`src/hdl/resistance_threshold_config_regs.vh`:
```
`ifndef RESISTANCE_THRESHOLD_CONFIG_REGS_VH
`define RESISTANCE_THRESHOLD_CONFIG_REGS_VH

// Register addresses on the internal register port
`define ALTERNATE_ADDR 8'h05
`define UPPER_LOW_ADDR 8'h06
`define UPPER_HIGH_ADDR 8'h07
`define LOWER_LOW_ADDR 8'h08
`define LOWER_HIGH_ADDR 8'h09
`define START_CONFIG_ADDR 8'h0B

// Field positions
`define ALT_OPTIMIZED_BIT 0
`define ALT_SHUTDOWN_PERMIT_BIT 1
`define ALT_WRITABLE_MASK 8'h03

// Operating mode encodings
`define MODE_ACTIVE 2'h0
`define MODE_SLEEP 2'h1
`define MODE_SHUTDOWN 2'h2

// Reset values
`define ALTERNATE_RESET 8'h00
`define LIMIT_BYTE_RESET 8'h00
`define MODE_RESET 2'h1

`endif

```
`src/hdl/resistance_threshold_config.v`:
```
// Summary of operation
// - Shutdown is ignored unless the shutdown-permit bit, reset 0, is 1.
// - With optimized drive set, resistance conversions never complete.
// - With optimized drive clear (reset), both conversion kinds run in active mode only.
// - The upper limit is the high byte times 256 plus the low byte.
// - The above flag is set when a result is strictly above the upper limit.
// - An upper low-byte write is buffered until the upper high-byte write.
// - The lower limit is the high byte shifted up eight bits plus low byte.
// - The below flag is set when a result is strictly below the lower limit.
// - A lower low-byte write is buffered until the lower high-byte write.
// - Limit writes are applied while converting, without sleep mode.
`timescale 1ns/1ps
`include "resistance_threshold_config_regs.vh"

module resistance_threshold_config #(
    parameter WIDTH = 16
) (
    // Clock and reset
    input wire mclk,
    input wire rst_n,
    // Register port from the serial host interface
    input wire reg_wr,
    input wire reg_rd,
    input wire [7:0] reg_addr,
    input wire [7:0] reg_wdata,
    output reg [7:0] reg_rdata,
    // Conversion core
    input wire rp_done,
    input wire [WIDTH-1:0] resistance_result,
    output wire resistance_conv_enable,
    output wire inductance_conv_enable,
    output wire resistance_result_valid,
    // Mode and status
    output wire shutdown_active,
    output wire [1:0] operating_mode_field,
    output wire shutdown_permit,
    output wire inductance_optimized_drive,
    output wire above_upper_limit_flag,
    output wire below_lower_limit_flag
);

    // Stored registers and their combinational next values
    reg [7:0] alternate_configuration_reg;
    reg [7:0] alternate_configuration_next;
    reg [1:0] mode_reg;
    reg [1:0] mode_next;
    reg [7:0] upper_low_buf_reg;
    reg [7:0] upper_low_reg;
    reg [7:0] upper_high_reg;
    reg [7:0] lower_low_buf_reg;
    reg [7:0] lower_low_reg;
    reg [7:0] lower_high_reg;
    reg [7:0] rdata_next;

    // Decoded strobes and derived values
    wire wr_alt;
    wire wr_mode;
    wire wr_upper_low;
    wire wr_upper_high;
    wire wr_lower_low;
    wire wr_lower_high;
    wire shutdown_request;
    wire [WIDTH-1:0] upper_limit;
    wire [WIDTH-1:0] lower_limit;
    wire conv_running;

    function [WIDTH-1:0] join_bytes;
        input [7:0] high_byte;
        input [7:0] low_byte;
        begin
            join_bytes = {high_byte, low_byte};
        end
    endfunction

    // One address match per register keeps the decode in a single place
    function write_hit;
        input strobe;
        input [7:0] addr;
        input [7:0] target;
        begin
            write_hit = strobe && (addr == target);
        end
    endfunction

    assign wr_alt = write_hit(reg_wr, reg_addr, `ALTERNATE_ADDR);
    assign wr_mode = write_hit(reg_wr, reg_addr, `START_CONFIG_ADDR);
    assign wr_upper_low = write_hit(reg_wr, reg_addr, `UPPER_LOW_ADDR);
    assign wr_upper_high = write_hit(reg_wr, reg_addr, `UPPER_HIGH_ADDR);
    assign wr_lower_low = write_hit(reg_wr, reg_addr, `LOWER_LOW_ADDR);
    assign wr_lower_high = write_hit(reg_wr, reg_addr, `LOWER_HIGH_ADDR);

    // Reserved bits are not stored, so a careless host cannot set them
    always @* begin
        alternate_configuration_next = alternate_configuration_reg;
        if (wr_alt) begin
            alternate_configuration_next = reg_wdata & `ALT_WRITABLE_MASK;
        end
    end

    always @(posedge mclk or negedge rst_n) begin
        if (!rst_n) begin
            alternate_configuration_reg <= `ALTERNATE_RESET;
        end else begin
            alternate_configuration_reg <= alternate_configuration_next;
        end
    end

    assign shutdown_permit =
        alternate_configuration_reg[`ALT_SHUTDOWN_PERMIT_BIT];
    assign inductance_optimized_drive =
        alternate_configuration_reg[`ALT_OPTIMIZED_BIT];

    // A refused shutdown leaves the previous mode in place
    // Reserved code 3 is kept as written; it runs no conversions
    assign shutdown_request = (reg_wdata[1:0] == `MODE_SHUTDOWN);

    always @* begin
        mode_next = mode_reg;
        if (wr_mode) begin
            if (!shutdown_request || shutdown_permit) begin
                mode_next = reg_wdata[1:0];
            end
        end
    end

    always @(posedge mclk or negedge rst_n) begin
        if (!rst_n) begin
            mode_reg <= `MODE_RESET;
        end else begin
            mode_reg <= mode_next;
        end
    end

    assign operating_mode_field = mode_reg;
    assign shutdown_active = (mode_reg == `MODE_SHUTDOWN);
    assign conv_running = (mode_reg == `MODE_ACTIVE);

    // Low bytes are shadowed until the high byte commits, so a compare
    // in mid-update never sees half of a new limit
    always @(posedge mclk or negedge rst_n) begin
        if (!rst_n) begin
            upper_low_buf_reg <= `LIMIT_BYTE_RESET;
            upper_low_reg <= `LIMIT_BYTE_RESET;
            upper_high_reg <= `LIMIT_BYTE_RESET;
        end else begin
            if (wr_upper_low) begin
                upper_low_buf_reg <= reg_wdata;
            end
            if (wr_upper_high) begin
                upper_high_reg <= reg_wdata;
                upper_low_reg <= upper_low_buf_reg;
            end
        end
    end

    always @(posedge mclk or negedge rst_n) begin
        if (!rst_n) begin
            lower_low_buf_reg <= `LIMIT_BYTE_RESET;
            lower_low_reg <= `LIMIT_BYTE_RESET;
            lower_high_reg <= `LIMIT_BYTE_RESET;
        end else begin
            if (wr_lower_low) begin
                lower_low_buf_reg <= reg_wdata;
            end
            if (wr_lower_high) begin
                lower_high_reg <= reg_wdata;
                lower_low_reg <= lower_low_buf_reg;
            end
        end
    end

    assign upper_limit = join_bytes(upper_high_reg, upper_low_reg);
    assign lower_limit = join_bytes(lower_high_reg, lower_low_reg);

    // Read data registered; unmapped addresses read zero
    // A low-byte address returns the buffer, so a pending byte can be
    // checked before the high byte commits it
    always @* begin
        rdata_next = reg_rdata;
        if (reg_rd) begin
            case (reg_addr)
                `ALTERNATE_ADDR: rdata_next = alternate_configuration_reg;
                `UPPER_LOW_ADDR: rdata_next = upper_low_buf_reg;
                `UPPER_HIGH_ADDR: rdata_next = upper_high_reg;
                `LOWER_LOW_ADDR: rdata_next = lower_low_buf_reg;
                `LOWER_HIGH_ADDR: rdata_next = lower_high_reg;
                `START_CONFIG_ADDR: rdata_next = {6'h00, mode_reg};
                default: rdata_next = 8'h00;
            endcase
        end
    end

    always @(posedge mclk or negedge rst_n) begin
        if (!rst_n) begin
            reg_rdata <= 8'h00;
        end else begin
            reg_rdata <= rdata_next;
        end
    end

    // Optimized drive suppresses resistance conversions entirely
    // A late done pulse after the bit is set is dropped, not compared
    assign resistance_conv_enable =
        conv_running && !inductance_optimized_drive;
    assign inductance_conv_enable = conv_running;
    assign resistance_result_valid = rp_done && resistance_conv_enable;

    threshold_compare #(
        .WIDTH(WIDTH)
    ) u_compare (
        .mclk(mclk),
        .rst_n(rst_n),
        .result_valid(resistance_result_valid),
        .resistance_result(resistance_result),
        .resistance_upper_limit(upper_limit),
        .resistance_lower_limit(lower_limit),
        .above_upper_limit_flag(above_upper_limit_flag),
        .below_lower_limit_flag(below_lower_limit_flag)
    );

endmodule

```
`src/hdl/threshold_compare.v`:
```
`timescale 1ns/1ps
`include "resistance_threshold_config_regs.vh"

module threshold_compare #(
    parameter WIDTH = 16
) (
    // Clock and reset
    input wire mclk,
    input wire rst_n,
    // Conversion result
    input wire result_valid,
    input wire [WIDTH-1:0] resistance_result,
    // Committed limits
    input wire [WIDTH-1:0] resistance_upper_limit,
    input wire [WIDTH-1:0] resistance_lower_limit,
    // Flags
    output reg above_upper_limit_flag,
    output reg below_lower_limit_flag
);

    // Flags hold between conversions; limits sampled at the result edge
    always @(posedge mclk or negedge rst_n) begin
        if (!rst_n) begin
            above_upper_limit_flag <= 1'b0;
            below_lower_limit_flag <= 1'b0;
        end else if (result_valid) begin
            above_upper_limit_flag <=
                (resistance_result > resistance_upper_limit);
            below_lower_limit_flag <=
                (resistance_result < resistance_lower_limit);
        end
    end

endmodule

```
`config.mk`:
```
export PLATFORM = sky130hd
export DESIGN_NAME = resistance_threshold_config
export DESIGN_NICKNAME = d
export VERILOG_FILES = /design/src/hdl/resistance_threshold_config.v /design/src/hdl/threshold_compare.v
export VERILOG_INCLUDE_DIRS = /design/src /design/src/hdl
export SDC_FILE = /design/constraint.sdc
export NUM_CORES = 1
export LEC_CHECK = 0
export BUFFER_PORTS_ARGS = -buffer_cell sky130_fd_sc_hd__buf_2
export CAP_MARGIN = 0
export CORE_MARGIN = 3
export CORE_UTILIZATION = 40
export CTS_CLUSTER_DIAMETER = 30
export DETAILED_ROUTE_END_ITERATION = 10
export SYNTH_ARGS = -nofsm -noshare
export SYNTH_HDL_FRONTEND = slang
export SYNTH_SLANG_ARGS = --single-unit
```
`constraint.sdc`:
```
create_clock -name mclk -period 4.7 [get_ports mclk]
set_input_delay 0.705 -clock mclk [delete_from_list [all_inputs] [get_ports mclk]]
set_output_delay 0.705 -clock mclk [all_outputs]
set_load 0.01 [all_outputs]
```
==> results of run 1 <==
## per-layer routing
| layer | up-vias | wire [um] | track usage |
|---|---|---|---|
| li1 | 1346 | - | - |
| met1 | 1306 | 4089 | 0.2648 |
| met2 | 70 | 4185 | 0.3058 |
| met3 | 14 | 387 | 0.04698 |
| met4 | 0 | 150 | 0.05567 |
| met5 | - | 0 | 0 |
## per-stage QoR
stage,total power (uW),utilization
2_1_floorplan,700.8,-
3_3_place_gp,778.6,0.4619
3_5_place_dp,783.6,0.4619
4_1_cts,1203,0.4820
5_1_grt,1253,0.4820
6_report,1188,0.4820
## cell families after synthesis
logic type      Yosys count  share of synthesized area
fa+ha+maj                31                     0.1112
mux                      31                     0.1147
flops                    62                     0.4450
simple gates             94                     0.1280
compound gates           81                     0.1380
buf+inv                  56                    0.06311
## worst max-delay path by stage
stage / startpoint / end / slack (ps) / cells after the start
2_1_floorplan: reg_addr[5] / reg_rdata[2] / 2370 / 6
3_3_place_gp: reg_addr[5] / reg_rdata[5] / 1880 / 6
3_5_place_dp: reg_addr[5] / reg_rdata[5] / 1810 / 6
4_1_cts: reg_addr[5] / reg_rdata[5] / 2180 / 6
5_1_grt: reg_addr[5] / upper_high_reg[4] / 1870 / 7
6_report: reg_addr[5] / reg_rdata[5] / 2100 / 6
## cell usage after synthesis, types with 3 or more instances
master / n / area [um2]
nand4_1: 4 / 25.02
a21o_1: 4 / 30.03
nand2_1: 58 / 217.7
mux4_2: 5 / 112.6
inv_1: 41 / 153.9
o22ai_1: 6 / 37.54
o21ai_0: 41 / 205.2
a2111oi_0: 4 / 35.03
dfrtp_1: 61 / 1526
mux2_2: 20 / 225.2
nand3_1: 3 / 15.01
nor2_1: 10 / 37.54
nor3_1: 4 / 20.02
clkbuf_1: 10 / 37.54
mux2i_1: 4 / 40.04
ha_1: 31 / 387.9
a21oi_1: 12 / 60.06
## area by class of cell
type	count	area, um2	share of cell area
flip-flops and latches	62	1553	0.3862
clock buffers	12	145.1	0.03610
inverters	41	153.9	0.03828
well taps	105	131.4	0.03268
multi-input cells	237	1722	0.4283
clock inverters	4	22.52	0.005602
repair buffers	57	292.8	0.07283
## report_power, final
part / leakage (uW) / switching (uW) / internal, uW
Clock: 0.0000861 / 213 / 203
Sequential: 0.000709 / 20.3 / 571
Combinational: 0.00119 / 105 / 74.9
==> metrics.csv, run 1 <==
metric;value;unit
ANT cells;0;
Worst-Skew Late Latency;340;ps
final wirelength;8813;um
Mapped Avg Cell Area;9.830;um2
Worst Setup Start Kind;primary input;
worst-path cell chain;buf_2 > or4_4 > nor3b_2 > nand2_1 > mux4_2 > o22ai_1;
r2r worst-path depth;7;
Worst R2R End;u_compare.above_upper_limit_flag;
Area Overhead vs Synth;15.20;%
Final period util;0.5534;
Peak Freq;0.3845;GHz
worst slew pin tran;1152;ps
initial core utilization;0.4184;
most frequent cells in the layout;dfrtp_1 (61), nand2_1 (58), buf_2 (54), inv_1 (41), o21ai_0 (41);
TritonCTS clock tree;done;
slowest CP cell;nor3b_2;
RD Place Congestion;0.7982;
Post-CTS Hold Buffers;0;
vias post-DR;2736;
worst min-delay path category;register to register;
clock transition at the registers of the reported paths;70;ps
CTS buffer count;9;
Tmin final;2601;ps
Buffers on Ports;54;
setup TNS;0;ps
largest net degree at the start of global routing;63;
Yosys warnings;0;
Setup Crit Path Kind;primary input to register;
asr flop ratio synth;1.000;
Root Driver;clkbuf_8;
leak pwr;0.001990;uW
Setup Skew;5.450;ps
dpl cell area;3852;um2
final cell count without fillers;518;
most common cell after layout, fill and taps aside;dfrtp_1;
hold slack;477.6;ps
post-DP HPWL;6663;um
Layout Nets;476;
Layout Cell Area excl Fill;4020;um2
clock sinks;62;
#FFs+latches synth;62;
GRT Total Usage;0.1933;
Netlist cell types;44;
worst endpoint required time;4950;ps
WHS Path Cells;1;
Hold Path Origin;reg_rdata[0];
status;finished, final reports clean;
register area share after synthesis;0.4450;
Core Rows;33;
CP max stage delay;700;ps
final worst setup slack;2099;ps
WP buf/inv;1;
Post-Syn Area;3490;um2
cts repair resizes;0;
DP Worst Slack;1808;ps
DRC;0;
area of the core;8341;um2
max-cap check violation count;0;
Crit. End Element;register;
Via density;5.282;
Die Y;99.40;um
grt ovf;0;
initial antenna violation count;0;
P per Cell Area;295.6;nW/um2
RR Startpoint;upper_high_reg[7];
CP max FO;11;
pins over their slew limit;0;
# setup viols final;0;
H-tree level count;3;
Die Span X;99.40;um
DR WL/cell;17.01;um
Die ar.;9880;um2
first-pass GRT wire length;14640;um
Hold Crit Endpoint;reg_rdata[0];
Synth Instances;355;
Post-Place Cells;502;
fraction of layout cells with a size suffix above 1;0.2518;
Final Hold Viols;0;
Fillers;794;
worst rel slew slack;0.2223;
initial drt markers;145;
Post-Syn Nets;423;
vias in the first global route;2846;
clock buffer depth;2;
RSZ-0062 raised after global routing;no;
cell family with most CP delay;simple AND/OR/NAND/NOR gates;
Ports;55;
CP arrival;2850;ps
total iterations of the first detailed-routing run;5;
Main synth FF type;dfrtp_1;
worst reg-to-reg setup slack;2730;ps
Post-synth EDFFs;0;
Final ANT Viol Nets;0;
Post-CTS Repair Setup Buffers;0;
Peak supply drop;0.1792;mV
Power figures use the tool's default switching activity.
==> run 2: changes to the inputs <==
--- a/config.mk
+++ b/config.mk
@@ -6,6 +6,7 @@
 export SDC_FILE = /design/constraint.sdc
 export NUM_CORES = 1
 export LEC_CHECK = 0
+export ABC_AREA = 1
 export BUFFER_PORTS_ARGS = -buffer_cell sky130_fd_sc_hd__buf_2
 export CAP_MARGIN = 0
 export CORE_MARGIN = 3
==> constraint.sdc (replaced) <==
create_clock -name mclk -period 2.16 [get_ports mclk]
set_input_delay 0.324 -clock mclk [delete_from_list [all_inputs] [get_ports mclk]]
set_output_delay 0.324 -clock mclk [all_outputs]
set_load 0.01 [all_outputs]
==> metrics.csv, run 2 <==
metric;value;unit
cts repair resizes;0;
Layout Nets;573;
ANT cells;0;
worst rel slew slack;0.6664;
leak pwr;0.002169;uW
Post-Syn Nets;512;
ranking of synthesized cells by area;dfrtp_1 (43%), nand2_1 (11%), ha_1 (11%);
most frequent cell after synthesis;nand2_1;
TritonCTS clock tree;done;
Die Y;100.8;um
Root Driver;clkbuf_8;
post-DP HPWL;7075;um
final wirelength;8898;um
Die Span X;100.8;um
Die ar.;10150;um2
CP arrival;1520;ps
CP max FO;5;
status;finished, final reports clean;
RSZ-0062 raised after global routing;no;
Setup Crit Path Kind;register to primary output;
Peak Freq;0.5409;GHz
Tmin final;1849;ps
Final period util;0.8560;
Mapped Avg Cell Area;8.088;um2
Post-CTS Hold Buffers;1;
clock buffer depth;2;
GRT Total Usage;0.1896;
Comb power frac;0.126;
largest net degree at the start of global routing;26;
most frequent cells in the layout;nand2_1 (107), inv_1 (68), dfrtp_1 (61), buf_2 (54), o21ai_1 (39);
Crit. End Element;primary output;
worst slew pin tran;500.3;ps
Clock power frac;0.412;
vias in the first global route;2959;
area of the core;8464;um2
post-synth top area share;0.4251;
fraction of layout cells with a size suffix above 1;0.1941;
initial antenna violation count;0;
total iterations of the first detailed-routing run;4;
Post-synth EDFFs;0;
Synth Instances;444;
clock sinks;62;
grt ovf;0;
RD Place Congestion;0.9268;
Area Overhead vs Synth;16.93;%
Ports;55;
final worst setup slack;311.1;ps
asr flop ratio synth;1.000;
Via density;4.805;
Post-synth top cells;nand2_1 (107), inv_1 (68), dfrtp_1 (61);
Post-Syn Area;3591;um2
max-cap check violation count;0;
# setup viols final;0;
Sw Share;0.2600;
H-tree level count;3;
register area share after synthesis;0.4324;
clock transition at the registers of the reported paths;70;ps
Core Rows;33;
multi-input logic area;1702;um2
vias post-DR;2955;
Pint;1992;uW
initial drt markers;181;
setup TNS;0;ps
Reg power frac;0.463;
FF+latch area;1553;um2
Main synth FF type;dfrtp_1;
Yosys warnings;0;
Fillers;826;
DR WL/cell;14.47;um
P per Cell Area;641.1;nW/um2
CTS buffer count;9;
Final ANT Viol Nets;0;
Netlist cell types;29;
Worst-Skew Late Latency;340;ps
post-synth top area cell;dfrtp_1;
DP Worst Slack;504.0;ps
Setup Skew;4.509;ps
hold slack;217.6;ps
Post-Place Cells;598;
worst min-delay path category;primary input to register;
Post-CTS Repair Setup Buffers;0;
Psw;699.9;uW
Worst Setup Start Kind;register;
Peak supply drop;0.3121;mV
most common cell after layout, fill and taps aside;nand2_1;
Final Hold Viols;0;
#FFs+latches synth;62;
final cell count without fillers;615;
Buffers on Ports;54;
worst endpoint required time;1840;ps
initial core utilization;0.4242;
first-pass GRT wire length;14790;um
pins over their slew limit;0;
DRC;0;
-- run 2: cell types whose count changed after synthesis, sizes merged, moves of 6 or more --
cell	previous run	this run
nand2	58	113
inv	41	69
nand3	3	29
nor2	10	36
o21ai	41	63
mux2	22	2
clkbuf	10	0
a21oi	12	21
o22ai	6	0
-- run 2: per-layer routing --
metal | share of wire | global-route usage
met3 | 0.060 | 0.02907
met1 | 0.47 | 0.2695
met4 | 0.013 | 0.06839
met5 | 0 | 0
met2 | 0.45 | 0.2932
-- run 2: layout make-up --
cell class,count,area share
tap,105,0.03129
multi-input combinational,303,0.4052
clock buffer,13,0.04261
timing repair buffer,60,0.07867
clock inverter,3,0.009535
sequential,62,0.3698
inverter,69,0.06287
-- run 2: power groups by stage --
stage	clock [uW]	sequential, uW	combinational, uW
after CTS	1120	1240	346
after global routing	1180	1250	397
after floorplan	0	1260	193
after detailed placement	0	1270	343
final	1110	1250	339
after global placement	0	1270	334
-- run 2: path summary, 6_finish.rpt --
check	startpoint	end	slack, ps	cells past startpoint
worst max-delay path	operating_mode_field[1]	resistance_result_valid	310	4
worst min-delay path	reg_wdata[0]	operating_mode_field[0]	220	3
worst max register to register	operating_mode_field[1]	u_compare.below_lower_limit_flag	640	7
worst min register to register	u_compare.below_lower_limit_flag	u_compare.below_lower_limit_flag	480	2
max in group asynchronous	rst_n	reg_rdata[6]	970	3
min in group asynchronous	rst_n	operating_mode_field[1]	470	2
-- run 2: logic make-up after synthesis --
kind of cell / Yosys count / synth area share
compound gates: 88 / 0.1321
fa+ha+maj: 31 / 0.1080
buf+inv: 79 / 0.09372
flops: 62 / 0.4324
mux: 2 / 0.006271
simple gates: 182 / 0.2275
-- run 2: through the flow --
step | util | area (um2) | total power [uW]
3_5_place_dp | 0.4690 | 3970 | 1610
3_3_place_gp | 0.4690 | 3970 | 1600
2_1_floorplan | - | 3591 | 1453
5_1_grt | 0.4961 | 4199 | 2824
4_1_cts | 0.4961 | 4199 | 2711
6_report | 0.4961 | 4199 | 2692
-- run 2: worst max-delay path, cell delays in order, from the launching register on --
cell,delay (ps)
dfrtp_1,420
nor2_1,130
nand2_1,100
nor2_1,330
buf_2,210
==> run 3: changes to the inputs <==
--- a/config.mk
+++ b/config.mk
@@ -11,8 +11,11 @@
 export CAP_MARGIN = 0
 export CORE_MARGIN = 3
 export CORE_UTILIZATION = 40
+export CTS_BUF_LIST = sky130_fd_sc_hd__clkbuf_2
 export CTS_CLUSTER_DIAMETER = 30
 export DETAILED_ROUTE_END_ITERATION = 10
+export PLACE_DENSITY = 0.6
 export SYNTH_ARGS = -nofsm -noshare
 export SYNTH_HDL_FRONTEND = slang
+export SYNTH_HIERARCHICAL = 1
 export SYNTH_SLANG_ARGS = --single-unit
==> metrics.csv, run 3 <==
metric;value;unit
worst endpoint required time;1840;ps
clock sinks;62;
Worst Setup Start Kind;register;
setup TNS;0;ps
post-DP HPWL;7225;um
pins over their slew limit;0;
Netlist cell types;32;
initial drt markers;183;
Post-Syn Nets;541;
worst slew pin tran;670.9;ps
Main synth FF type;dfrtp_1;
Tmin final;1884;ps
status;finished, final reports clean;
leak pwr;0.002221;uW
Peak Freq;0.5308;GHz
most common cell after layout, fill and taps aside;nand2_1;
clock buffer depth;2;
Post-CTS Hold Buffers;1;
register area share after synthesis;0.4170;
H-tree level count;3;
Final Core Density;0.4710;
#FFs+latches synth;62;
Area Overhead vs Synth;12.47;%
Die Y;102.5;um
Core Rows;34;
RSZ-0062 raised after global routing;no;
total iterations of the first detailed-routing run;4;
grt ovf;0;
ANT cells;0;
CTS buffer count;9;
asr flop ratio synth;1.000;
Final ANT Viol Nets;0;
Yosys warnings;6;
# setup viols final;0;
DRC;0;
initial antenna violation count;0;
most frequent cells in the layout;nand2_1 (133), inv_1 (73), dfrtp_1 (61), buf_2 (54), nand3_1 (35);
Post-synth top cells;nand2_1 (133), inv_1 (73), dfrtp_1 (61);
CP arrival;1560;ps
ranking of synthesized cells by area;dfrtp_1 (41%), nand2_1 (13%), ha_1 (10%);
Buffers on Ports;54;
Die Span X;102.5;um
Via density;4.953;
fraction of layout cells with a size suffix above 1;0.1776;
worst reg-to-reg setup slack;590;ps
GRT Total Usage;0.1873;
r2r worst-path depth;8;
Root Driver;clkbuf_2;
max-cap check violation count;0;
Final Hold Viols;0;
Setup Skew;30.59;ps
Post-Syn Area;3724;um2
Ports;55;
Crit. End Element;primary output;
clock transition at the registers of the reported paths;200;ps
P per Cell Area;547.4;nW/um2
cts repair resizes;0;
area of the core;8891;um2
vias in the first global route;3071;
initial core utilization;0.4188;
final wirelength;8953;um
Post-CTS Repair Setup Buffers;0;
Final period util;0.8722;
DR WL/cell;13.92;um
WHS Path Cells;3;
Post-synth EDFFs;0;
Die ar.;10500;um2
Layout Nets;598;
largest net degree at the start of global routing;36;
CP max FO;4;
Synth Instances;473;
Setup Crit Path Kind;register to primary output;
post-synth top area share;0.4099;
RD Place Congestion;0.9182;
TritonCTS clock tree;done;
worst min-delay path category;primary input to register;
Mapped Avg Cell Area;7.872;um2
Peak supply drop;0.3096;mV
worst rel slew slack;0.5528;
most frequent cell after synthesis;nand2_1;
vias post-DR;3185;
Worst-Skew Late Latency;500;ps
first-pass GRT wire length;14980;um
post-synth top area cell;dfrtp_1;
-- run 3: layer usage --
metal,up-vias,global-route usage,part of all wire
li1,1624,-,-
met1,1452,0.2492,0.46
met2,97,0.3078,0.46
met3,12,0.02662,0.057
met4,0,0.07366,0.018
met5,-,0,0
-- run 3: worst paths after layout --
kind	startpoint	endpoint
hold / removal	reg_wdata[4]	upper_high_reg[4]
setup reg to reg	operating_mode_field[1]	u_compare/below_lower_limit_flag
min in group asynchronous	rst_n	upper_high_reg[5]
hold reg to reg	u_compare/above_upper_limit_flag	u_compare/above_upper_limit_flag
max in group asynchronous	rst_n	lower_low_reg[0]
setup / recovery	operating_mode_field[1]	resistance_result_valid
-- run 3: logic make-up (layout without fill, tap and decap cells) --
kind of cell | Yosys count | count (layout) | synth area share
and+or+nand+nor | 219 | 219 | 0.2712
buffers and inverters | 88 | 150 | 0.1032
adders and majority gates | 31 | 31 | 0.1042
AOI/OAI and AO/OA | 73 | 73 | 0.1045
DFF | 62 | 62 | 0.4170
-- run 3: through the flow --
stage / cells / cell area [um2] / power [uW] / setup WS (ps) / hold slack (ps)
after floorplan: 473 / 3724 / 1454 / 551.5 / 28.41
after detailed placement: 626 / 4065 / 1610 / 562.1 / 405.7
final: 643 / 4188 / 2293 / 276.0 / 44.19
after CTS: 643 / 4188 / 2330 / 231.2 / 7.708
after global placement: 626 / 4065 / 1599 / 601.8 / 409.8
after global routing: 643 / 4188 / 2423 / 151.8 / 4.514
-- run 3: critical path: stages (launching register included) --
cell,delay [ps]
dfrtp_1,440
nor3_1,320
and2_1,190
buf_2,130
-- run 3: where the power goes --
group | internal [uW] | leakage [uW] | total [uW] | switching, uW
registers | 1210 | 0.000831 | 1260 | 46.4
logic | 125 | 0.00132 | 325 | 200
clock network | 268 | 0.0000656 | 711 | 443
total | 1600 | 0.00222 | 2290 | 689
-- run 3: layout make-up --
type,instances,area [um2]
clock inverter,6,62.56
inverter,76,285.3
clock buffer,10,50.05
fill,931,4703
multi-input combinational,323,1787
sequential,62,1553
timing repair buffer,58,315.3
tap,108,135.1
